[config.mk]
export PLATFORM = sky130hd
export DESIGN_NAME = sac_core
export DESIGN_NICKNAME = d
export VERILOG_FILES = /design/src/verilog/sac_pkg.sv /design/src/verilog/sac_serial.sv /design/src/verilog/sac_core.sv
export SDC_FILE = /design/constraint.sdc
export NUM_CORES = 1
export LEC_CHECK = 0
export ABC_AREA = 1
export BUFFER_PORTS_ARGS = -buffer_cell sky130_fd_sc_hd__buf_2
export CORE_MARGIN = 3
export CORE_UTILIZATION = 40
export DETAILED_ROUTE_END_ITERATION = 10
export GPL_TIMING_DRIVEN = 0
export PLACE_DENSITY = 0.7
export SLEW_MARGIN = 20
export SYNTH_ARGS = -nofsm -noshare
export SYNTH_HDL_FRONTEND = slang
export SYNTH_HIERARCHICAL = 1
export SYNTH_SLANG_ARGS = --single-unit
[constraint.sdc]
create_clock -name aclk -period 5.9 [get_ports aclk]
set_input_delay 0.59 -clock aclk [delete_from_list [all_inputs] [get_ports aclk]]
set_output_delay 0.59 -clock aclk [all_outputs]
set_load 0.005 [all_outputs]
[src/verilog/sac_pkg.sv]
/*
 sac_pkg: constants, register map, field positions and carrier structs for the
 converter control block.
 Assumes a single 100 MHz clock domain and an AXI4-Lite register master.
*/
// Functional notes
// convert start low begins a conversion
// bit decisions done, form code, busy low
// ignore start and power-down while converting
// start not gated by select or read
// held start low repeats conversions automatically
// host pulses start once after power-up
// free-running rate may exceed 100 kSPS
// outputs drive only when select and read low
// coding select works except 18-bit mode
// 18-bit code, midscale and saturation values
// parallel bus 18, 16 or 8 bits
// result readable in acquisition or next conversion
// host reads in first conversion half
// both mode inputs high select serial
// serial sends 18 bits msb first
// serial bit stable across both clock edges
// clock source low makes device master
// master drives frame strobe, polarities invertible
// read-timing select: after or during conversion
// read-after mode holds busy until shifted
// read-during shifts only in first half
// divider inputs slow the serial clock
// reduced power after every conversion phase
// reference buffer power-down input controls buffer
// busy high from start until result ready
package sac_pkg;

    localparam int unsigned  CLK_HZ          = 100_000_000;
    localparam int unsigned  RES_BITS        = 18;
    localparam int unsigned  CONV_TIME_NS    = 7000;
    localparam int unsigned  ACQ_TIME_NS     = 2000;
    localparam int unsigned  CONV_CYC        = (CONV_TIME_NS * (CLK_HZ / 1_000_000)) / 1000;
    localparam int unsigned  ACQ_CYC         = (ACQ_TIME_NS * (CLK_HZ / 1_000_000) + 999) / 1000;
    localparam int unsigned  BIT_CYC         = CONV_CYC / RES_BITS;
    localparam int unsigned  HALF_CONV_CYC   = CONV_CYC / 2;

    localparam logic [17:0]  CODE_MID_BIN    = 18'h20000;
    localparam logic [17:0]  CODE_MAX_BIN    = 18'h3ffff;
    localparam logic [17:0]  CODE_MAX_TWOS   = 18'h1ffff;

    localparam logic [7:0]   OFS_CTRL        = 8'h00;
    localparam logic [7:0]   OFS_STATUS      = 8'h04;
    localparam logic [7:0]   OFS_RESULT      = 8'h08;
    localparam logic [7:0]   OFS_SAMPLE      = 8'h0c;

    localparam int unsigned  CTRL_START      = 0;
    localparam int unsigned  CTRL_PD         = 1;
    localparam int unsigned  CTRL_REF_BUFFER_POWER_DOWN      = 2;
    localparam int unsigned  CTRL_CODING     = 3;
    localparam int unsigned  CTRL_SEL0       = 4;
    localparam int unsigned  CTRL_SEL1       = 5;
    localparam int unsigned  CTRL_CLKSRC     = 6;
    localparam int unsigned  CTRL_RDTIME     = 7;
    localparam int unsigned  CTRL_INV_SCLK   = 8;
    localparam int unsigned  CTRL_INV_SYNC   = 9;
    localparam int unsigned  CTRL_DIV_LSB    = 10;
    localparam logic [11:0]  CTRL_RESET      = 12'h0c1;

    localparam logic [1:0]   RESP_OKAY       = 2'b00;
    localparam logic [1:0]   RESP_SLVERR     = 2'b10;

    typedef struct packed {
        logic [1:0]  serial_clock_divider;
        logic        inv_sync;
        logic        inv_sclk;
        logic        read_timing_select;
        logic        clock_source_select;
        logic        iface_sel1;
        logic        iface_sel0;
        logic        coding_select;
        logic        ref_buffer_power_down;
        logic        power_down_input;
        logic        convert_start_n;
    } sac_ctrl_t;

    typedef struct packed {
        logic [17:0] data;
        logic [17:0] data_oe;
    } sac_bus_t;

endpackage

[src/verilog/sac_serial.sv]
/*
 sac_serial: master serial shifter, 18 bits msb first with frame strobe.
 Assumes load pulses from the control core on the same clock.
*/
`timescale 1ns/10ps
module sac_serial
    import sac_pkg::*;
(
    input  wire logic        aclk,
    input  wire logic        aresetn,
    input  wire logic        load,
    input  wire logic [17:0] word,
    input  wire logic [1:0]  div,
    input  wire logic        inv_sclk,
    input  wire logic        inv_sync,
    output logic             sclk,
    output logic             sync,
    output logic             sdata,
    output logic             active
);

    logic [17:0] shreg;
    logic [4:0]  bits_left;
    logic [4:0]  div_cnt;
    logic        phase;
    logic [4:0]  div_max;

    // divider inputs lengthen each half clock
    always_comb
    begin
        div_max = 5'((5'd1 << div) - 5'd1);
    end

    always_ff @(posedge aclk)
    begin
        if (!aresetn)
        begin
            shreg     <= 18'h00000;
            bits_left <= 5'd0;
            div_cnt   <= 5'd0;
            phase     <= 1'b0;
        end
        else if (load && !active)
        begin
            shreg     <= word;
            bits_left <= 5'(RES_BITS);
            div_cnt   <= 5'd0;
            phase     <= 1'b0;
        end
        else if (active)
        begin
            if (div_cnt == div_max)
            begin
                div_cnt <= 5'd0;
                phase   <= ~phase;
                // data changes only after the falling half, stable over both edges
                if (phase)
                begin
                    shreg     <= {shreg[16:0], 1'b0};
                    bits_left <= bits_left - 5'd1;
                end
            end
            else
            begin
                div_cnt <= div_cnt + 5'd1;
            end
        end
    end

    always_ff @(posedge aclk)
    begin
        if (!aresetn)
        begin
            sclk   <= 1'b0;
            sync   <= 1'b0;
            sdata  <= 1'b0;
            active <= 1'b0;
        end
        else
        begin
            active <= (load && !active) ||
                      ((bits_left != 5'd0) && !(bits_left == 5'd1 && phase && div_cnt == div_max));
            sclk   <= (phase & (bits_left != 5'd0)) ^ inv_sclk;
            sync   <= (bits_left != 5'd0) ^ inv_sync;
            sdata  <= shreg[17];
        end
    end

endmodule

[src/verilog/sac_core.sv]
/*
 sac_core: conversion sequencing, result coding, parallel/serial output port
 and AXI4-Lite registers for an 18-bit successive-approximation converter.
 Assumes comparator decisions arrive synchronously, pins pass two flops here,
 and a pad ring resolves data_oe into tri-state pins.
*/
`timescale 1ns/10ps
module sac_core
    import sac_pkg::*;
(
    input  wire logic        aclk,
    input  wire logic        aresetn,
    input  wire logic [7:0]  s_axi_awaddr,
    input  wire logic        s_axi_awvalid,
    output logic             s_axi_awready,
    input  wire logic [31:0] s_axi_wdata,
    input  wire logic [3:0]  s_axi_wstrb,
    input  wire logic        s_axi_wvalid,
    output logic             s_axi_wready,
    output logic [1:0]       s_axi_bresp,
    output logic             s_axi_bvalid,
    input  wire logic        s_axi_bready,
    input  wire logic [7:0]  s_axi_araddr,
    input  wire logic        s_axi_arvalid,
    output logic             s_axi_arready,
    output logic [31:0]      s_axi_rdata,
    output logic [1:0]       s_axi_rresp,
    output logic             s_axi_rvalid,
    input  wire logic        s_axi_rready,
    input  wire logic        convert_start_n,
    input  wire logic        select_n,
    input  wire logic        read_n,
    input  wire logic        comparator,
    output logic             busy,
    output logic             low_power,
    output logic             ref_buffer_enable,
    output sac_bus_t         dbus
);

    typedef enum {ST_IDLE, ST_CONV, ST_SHIFT, ST_ACQ} sac_state_t;

    sac_state_t  state;
    sac_ctrl_t   ctrl;
    logic [1:0]  start_sync;
    logic [1:0]  sel_sync;
    logic [1:0]  rd_sync;
    logic [1:0]  cmp_sync;
    logic        start_prev;
    logic [15:0] cnt;
    logic [4:0]  bit_idx;
    logic [17:0] sar;
    logic [17:0] result;
    logic [17:0] prev_result;
    logic        start_n;
    logic        start_fall;
    logic        serial_mode;
    logic        master;
    logic        ser_load;
    logic [17:0] ser_word;
    logic        ser_sclk;
    logic        ser_sync;
    logic        ser_sdata;
    logic        ser_active;
    logic [17:0] coded;
    logic [17:0] next_data;
    logic [17:0] next_oe;
    logic        aw_hold;
    logic        w_hold;
    logic [7:0]  aw_addr;
    logic [31:0] w_data;
    logic [3:0]  w_strb;
    logic [31:0] ctrl_word;
    logic        hi_byte;
    logic [15:0] sample_cnt;

    // pin inputs through two flops
    always_ff @(posedge aclk)
    begin
        if (!aresetn)
        begin
            start_sync <= 2'b11;
            sel_sync   <= 2'b11;
            rd_sync    <= 2'b11;
            cmp_sync   <= 2'b00;
        end
        else
        begin
            start_sync <= {start_sync[0], convert_start_n};
            sel_sync   <= {sel_sync[0], select_n};
            rd_sync    <= {rd_sync[0], read_n};
            cmp_sync   <= {cmp_sync[0], comparator};
        end
    end

    // pin and software start combine; select and read play no part
    assign start_n     = start_sync[1] & ctrl.convert_start_n;
    assign start_fall  = start_prev & ~start_n;
    assign serial_mode = ctrl.iface_sel0 & ctrl.iface_sel1;
    assign master      = serial_mode & ~ctrl.clock_source_select;

    always_ff @(posedge aclk)
    begin
        if (!aresetn)
        begin
            start_prev <= 1'b1;
        end
        else
        begin
            start_prev <= start_n;
        end
    end

    // conversion sequencer
    always_ff @(posedge aclk)
    begin
        if (!aresetn)
        begin
            state       <= ST_IDLE;
            cnt         <= 16'h0000;
            bit_idx     <= 5'd0;
            sar         <= 18'h00000;
            result      <= 18'h00000;
            prev_result <= 18'h00000;
            busy        <= 1'b0;
            low_power   <= 1'b1;
            ser_load    <= 1'b0;
            ser_word    <= 18'h00000;
            sample_cnt  <= 16'h0000;
        end
        else
        begin
            ser_load <= 1'b0;
            case (state)
                ST_IDLE, ST_ACQ:
                begin
                    // held-low start times its own acquisition
                    if (state == ST_ACQ && cnt != 16'h0000)
                    begin
                        cnt <= cnt - 16'h0001;
                    end
                    if (start_fall || (state == ST_ACQ && !start_n && cnt == 16'h0000))
                    begin
                        state     <= ST_CONV;
                        busy      <= 1'b1;
                        low_power <= 1'b0;
                        cnt       <= 16'(CONV_CYC - 1);
                        bit_idx   <= 5'd17;
                        sar       <= 18'h20000;
                        if (master && ctrl.read_timing_select)
                        begin
                            ser_load <= 1'b1;
                            ser_word <= coded;
                        end
                    end
                    else if (ctrl.power_down_input)
                    begin
                        state <= ST_IDLE;
                    end
                end
                ST_CONV:
                begin
                    // start and power-down are not looked at here
                    cnt <= cnt - 16'h0001;
                    if (cnt % 16'(BIT_CYC) == 16'h0000 && bit_idx != 5'd31)
                    begin
                        if (!cmp_sync[1])
                        begin
                            sar[bit_idx] <= 1'b0;
                        end
                        if (bit_idx != 5'd0)
                        begin
                            sar[bit_idx - 5'd1] <= 1'b1;
                        end
                        bit_idx <= bit_idx - 5'd1;
                    end
                    if (cnt == 16'h0000)
                    begin
                        prev_result <= result;
                        result      <= sar;
                        low_power   <= 1'b1;
                        sample_cnt  <= sample_cnt + 16'h0001;
                        cnt         <= 16'(ACQ_CYC);
                        if (master && !ctrl.read_timing_select)
                        begin
                            state    <= ST_SHIFT;
                            ser_load <= 1'b1;
                            ser_word <= ctrl.coding_select ? sar : (sar ^ CODE_MID_BIN);
                        end
                        else
                        begin
                            state <= ST_ACQ;
                            busy  <= 1'b0;
                        end
                    end
                end
                ST_SHIFT:
                begin
                    if (!ser_load && !ser_active)
                    begin
                        state <= ST_ACQ;
                        busy  <= 1'b0;
                    end
                end
                default:
                begin
                    state <= ST_IDLE;
                end
            endcase
        end
    end

    // straight binary when coding select high, twos complement when low; 18-bit parallel mode is always straight binary
    always_comb
    begin
        if (ctrl.iface_sel0 | ctrl.iface_sel1)
        begin
            coded = ctrl.coding_select ? result : (result ^ CODE_MID_BIN);
        end
        else
        begin
            coded = result;
        end
    end

    // parallel width and serial pin muxing
    always_comb
    begin
        next_data = 18'h00000;
        next_oe   = 18'h00000;
        if (serial_mode)
        begin
            next_data[2] = ser_sdata;
            next_data[3] = ser_sclk;
            next_data[4] = ser_sync;
            next_oe[2]   = 1'b1;
            next_oe[3]   = master;
            next_oe[4]   = master;
        end
        else if (ctrl.iface_sel1)
        begin
            next_data[7:0] = hi_byte ? coded[17:10] : {coded[9:2]};
            next_oe[7:0]   = 8'hff;
        end
        else if (ctrl.iface_sel0)
        begin
            next_data[15:0] = hi_byte ? {14'h0000, coded[1:0]} : coded[17:2];
            next_oe[15:0]   = 16'hffff;
        end
        else
        begin
            next_data = coded;
            next_oe   = 18'h3ffff;
        end
        if (sel_sync[1] | rd_sync[1])
        begin
            next_oe = 18'h00000;
        end
    end

    // high byte or word chosen by the divider low bit in narrow modes
    assign hi_byte = ctrl.serial_clock_divider[0];

    always_ff @(posedge aclk)
    begin
        if (!aresetn)
        begin
            dbus              <= '0;
            ref_buffer_enable <= 1'b0;
        end
        else
        begin
            dbus.data         <= next_data;
            dbus.data_oe      <= next_oe;
            ref_buffer_enable <= ~ctrl.ref_buffer_power_down;
        end
    end

    sac_serial u_serial (
        .aclk     (aclk),
        .aresetn  (aresetn),
        .load     (ser_load),
        .word     (ser_word),
        .div      (ctrl.serial_clock_divider),
        .inv_sclk (ctrl.inv_sclk),
        .inv_sync (ctrl.inv_sync),
        .sclk     (ser_sclk),
        .sync     (ser_sync),
        .sdata    (ser_sdata),
        .active   (ser_active)
    );

    // axi4-lite write channel
    assign ctrl_word = {20'h00000, ctrl};

    always_ff @(posedge aclk)
    begin
        if (!aresetn)
        begin
            aw_hold       <= 1'b0;
            w_hold        <= 1'b0;
            aw_addr       <= 8'h00;
            w_data        <= 32'h00000000;
            w_strb        <= 4'h0;
            s_axi_awready <= 1'b1;
            s_axi_wready  <= 1'b1;
            s_axi_bvalid  <= 1'b0;
            s_axi_bresp   <= RESP_OKAY;
            ctrl          <= sac_ctrl_t'(CTRL_RESET);
        end
        else
        begin
            if (s_axi_awvalid && s_axi_awready)
            begin
                aw_hold       <= 1'b1;
                aw_addr       <= s_axi_awaddr;
                s_axi_awready <= 1'b0;
            end
            if (s_axi_wvalid && s_axi_wready)
            begin
                w_hold       <= 1'b1;
                w_data       <= s_axi_wdata;
                w_strb       <= s_axi_wstrb;
                s_axi_wready <= 1'b0;
            end
            if (aw_hold && w_hold && !s_axi_bvalid)
            begin
                s_axi_bvalid <= 1'b1;
                aw_hold      <= 1'b0;
                w_hold       <= 1'b0;
                if (aw_addr[7:2] == OFS_CTRL[7:2])
                begin
                    s_axi_bresp <= RESP_OKAY;
                    if (w_strb[0])
                    begin
                        ctrl[7:0] <= w_data[7:0];
                    end
                    if (w_strb[1])
                    begin
                        ctrl[11:8] <= w_data[11:8];
                    end
                end
                else
                begin
                    s_axi_bresp <= RESP_SLVERR;
                end
            end
            if (s_axi_bvalid && s_axi_bready)
            begin
                s_axi_bvalid  <= 1'b0;
                s_axi_awready <= 1'b1;
                s_axi_wready  <= 1'b1;
            end
        end
    end

    // axi4-lite read channel
    always_ff @(posedge aclk)
    begin
        if (!aresetn)
        begin
            s_axi_arready <= 1'b1;
            s_axi_rvalid  <= 1'b0;
            s_axi_rdata   <= 32'h00000000;
            s_axi_rresp   <= RESP_OKAY;
        end
        else if (s_axi_arvalid && s_axi_arready)
        begin
            s_axi_arready <= 1'b0;
            s_axi_rvalid  <= 1'b1;
            s_axi_rresp   <= RESP_OKAY;
            case (s_axi_araddr[7:2])
                OFS_CTRL[7:2]:   s_axi_rdata <= ctrl_word;
                OFS_STATUS[7:2]: s_axi_rdata <= {28'h0000000, ser_active, low_power, busy,
                                                 state == ST_CONV};
                OFS_RESULT[7:2]: s_axi_rdata <= {14'h0000, coded};
                OFS_SAMPLE[7:2]: s_axi_rdata <= {16'h0000, sample_cnt};
                default:
                begin
                    s_axi_rdata <= 32'h00000000;
                    s_axi_rresp <= RESP_SLVERR;
                end
            endcase
        end
        else if (s_axi_rvalid && s_axi_rready)
        begin
            s_axi_rvalid  <= 1'b0;
            s_axi_arready <= 1'b1;
        end
    end

endmodule

==> results by group <==
Yosys
  – Yosys Warn Count: 6
  – Post-synthesis register bit count: 221
  – Yosys cell types: 60
  – Post-synth top area share: 0.363
  – Syn Area/Cell: 7.01 um2
  – Synth area leaders: dfxtp_1 36%, nand2_1 10%, a21oi_1 6.2%, nor2_1 5.3%, inv_1 5.3%
  – Sequential area share after synthesis: 0.363
  – Synthesized area: 12200 um2
  – Cell taking the most area after synthesis: dfxtp_1
  – Syn Inst Count: 1738

Final layout
  – Share of layout cells above drive strength 1: 0.296
  – Synth-to-Final Area Change: 29.5%
  – Cell area after layout: 15800 um2
  – Commonest non-fill, non-tap cell in the layout: nand2_1
  – NumNets Final: 2034
  – Final core utilization: 0.529
  – Most frequent cells in the layout: 297 x nand2_1, 208 x dfxtp_1, 159 x inv_1, 159 x nor2_1, 132 x a21oi_1
  – ANT cells: 0

Clock network
  – Clock sinks: 221
  – Clock Pin Slew Worst Setup and Hold Paths: 0.06 ns
  – Cts hold-fix bufs: 0
  – TritonCTS clock tree: built
  – Clock Latency Late Sink: 0.52 ns
  – Max clock buf depth: 3
  – Total CTS buffers: 25
  – Htree depth: 1
  – Root Buffer: clkbuf_16

Timing
  – Setup tns final: -22.66 ns
  – Slew @ Worst Pin: 1.07 ns
  – Fin. Hold Viols: 0
  – Clock Skew: 0.0133 ns
  – Rel. slew slack: 0.280
  – RSZ-0062 raised after global routing: yes
  – Fmax: 145 MHz
  – Slew Viols, Final: 0
  – Final Cycle Share: 1.17
  – Count of final setup violators: 23
  – Worst hold margin: 0.260 ns
  – Final critical-path required period: 6.91 ns
  – Final Worst Setup Slack: -1.01 ns

Routing
  – Wire length on met1: 15700 um
  – First drt pass iteration count: 5
  – Total number of vias: 12400
  – Routed vias/inst: 5.23
  – DRC viols: 0
  – Final wirelength: 37200 um
  – Starting DRT DRC Count: 735
  – Met2 WL: 17500 um
  – Top routing layer used: met4
  – DRT antenna net count: 0
  – DR WL/cell: 15.7 um
  – Met3 WL post-DR: 2590 um

Global route
  – Largest net degree at the start of global routing: 14
  – Vias in the first global route: 11400
  – Gr ovfl total: 0
  – Initial antenna violation count: 0
  – First-pass GRT wire length: 57300 um
  – Gr usage total: 0.207

Floorplan
  – Area of the core: 29800 um2
  – Rows: 63
  – Num ports: 143
  – Die area: 32600 um2
  – Die extent in y: 180 um
  – Die X: 180 um
  – Initial Util: 0.409

Setup path
  – CP Capture Point: sar[12]
  – Worst Reg2Reg Path Length in Cells: 65
  – Crit path launch: cnt[7]
  – Crit Reg-Reg Endpoint: sar[12]
  – R2r startpoint: cnt[7]
  – Crit-path leading delay family: simple AND/OR/NAND/NOR gates
  – Slowest cell on crit path: dfxtp_4
  – Max incr delay on CP: 0.36 ns
  – CP required: 6.30 ns
  – Worst path buffer plus inverter count: 5
  – Setup crit start kind: flop
  – Data arrival time of the worst path: 7.31 ns
  – Crit path capture type: flop
  – Setup CP Type: flop to flop
  – Cell depth of the worst setup path: 65
  – CP most frequent cell: nand2_4
  – CP max FO: 7
  – R2r setup slk: -1.01 ns

Outcome
  – Status: complete, but fails checks
  – Failing checks: setup timing

Placed design
  – # port buffers: 100
  – Post-DP Area: 13400 um2
  – DPL Wire Length: 26300 um
  – Final Wtd Congestion: 0.930

Flow run
  – Max cap viols: 0

Min path
  – HP Class: input port to flop
==> per-stage QoR <==
step / std cells / worst slack (ns)
6_report: 2364 / -1.01
5_1_grt: 2364 / -1.45
4_1_cts: 2333 / -0.772
3_5_place_dp: 2243 / -1.07
3_3_place_gp: 2243 / -0.809
2_1_floorplan: 1753 / -0.0559
==> cells in the mapped netlist (all sizes together) <==
| library cell | n |
|---|---|
| nor2 | 194 |
| nand2 | 420 |
| ha | 15 |
| buf | 56 |
| a22oi | 3 |
| o31ai | 1 |
| a31oi | 13 |
| nor3 | 23 |
| a21boi | 1 |
| nor4 | 5 |
| o221a | 1 |
| o211a | 5 |
| nor3b | 3 |
| nand4 | 19 |
| o211ai | 11 |
| a21oi | 169 |
| or2 | 12 |
| o221ai | 3 |
| a211oi | 9 |
| a31o | 1 |
| xor2 | 19 |
| dlygate4sd1 | 1 |
| a2bb2oi | 1 |
| a41oi | 2 |
| clkbuf | 37 |
| nand3 | 127 |
| conb | 1 |
| o21ai | 133 |
| a221o | 1 |
| clkinv | 4 |
| o21a | 2 |
| xnor2 | 5 |
| nand3b | 4 |
| dfxtp | 221 |
| o22ai | 22 |
| inv | 193 |
| a221oi | 1 |
==> layer usage <==
layer  track usage  up-vias
met3        0.0275       98
met2         0.355      461
li1              -     6107
met5             0        -
met4        0.0599        0
met1         0.274     5697
==> registers in the layout (all words and copies together), names as in the netlist, 2 cells and up <==
register	flops
start_sync	2
w_data	12
cmp_sync	2
u_serial/shreg	18
rd_sync	2
ser_word	18
bit_idx	5
sel_sync	2
u_serial/bits_left	5
sar	18
cnt	16
result	18
s_axi_rdata	18
state	2
aw_addr	6
ctrl	12
u_serial/div_cnt	5
sample_cnt	16
dbus	23
w_strb	2
==> layout make-up <==
class                           instances  area (um2)
Clock buffer                           34         719
Sequential cell                       221        4460
Buffer                                 94         592
Multi-Input combinational cell       1242        7450
Tap cell                              390         488
Fill cell                            2783       14000
Timing Repair Buffer                  175        1140
Inverter                              197         767
Clock inverter                         11         148
==> cell families after synthesis <==
group                    count (synthesis)  share of synthesized area
XOR/XNOR                                24                     0.0179
AO/OA/AOI/OAI                          379                      0.178
adder cells (fa/ha/maj)                 15                     0.0154
AND/OR/NAND/NOR                        807                      0.316
other                                    1                   0.000308
flip-flops                             221                      0.363
buffers and inverters                  291                      0.109
==> worst min-delay path by stage <==
stage,to,startpoint,depth (start not counted)
global route,sel_sync[0],select_n,2
detailed placement,cmp_sync[1],cmp_sync[0],2
finish,sel_sync[0],select_n,2
CTS,sel_sync[0],select_n,2
floorplan,dbus[2],sel_sync[1],1
global placement,start_sync[1],start_sync[0],1
==> what timing repair did <==
item	in CTS	in global routing
cloned	1	3
pin swaps	37	60
setup buffers	44	28
endpoints found under the setup margin	23	23
resized for setup	75	134
Power is left out: the tool's default activity adds up to more than one toggle a clock period on the data nets, which glitch-free logic cannot reach.
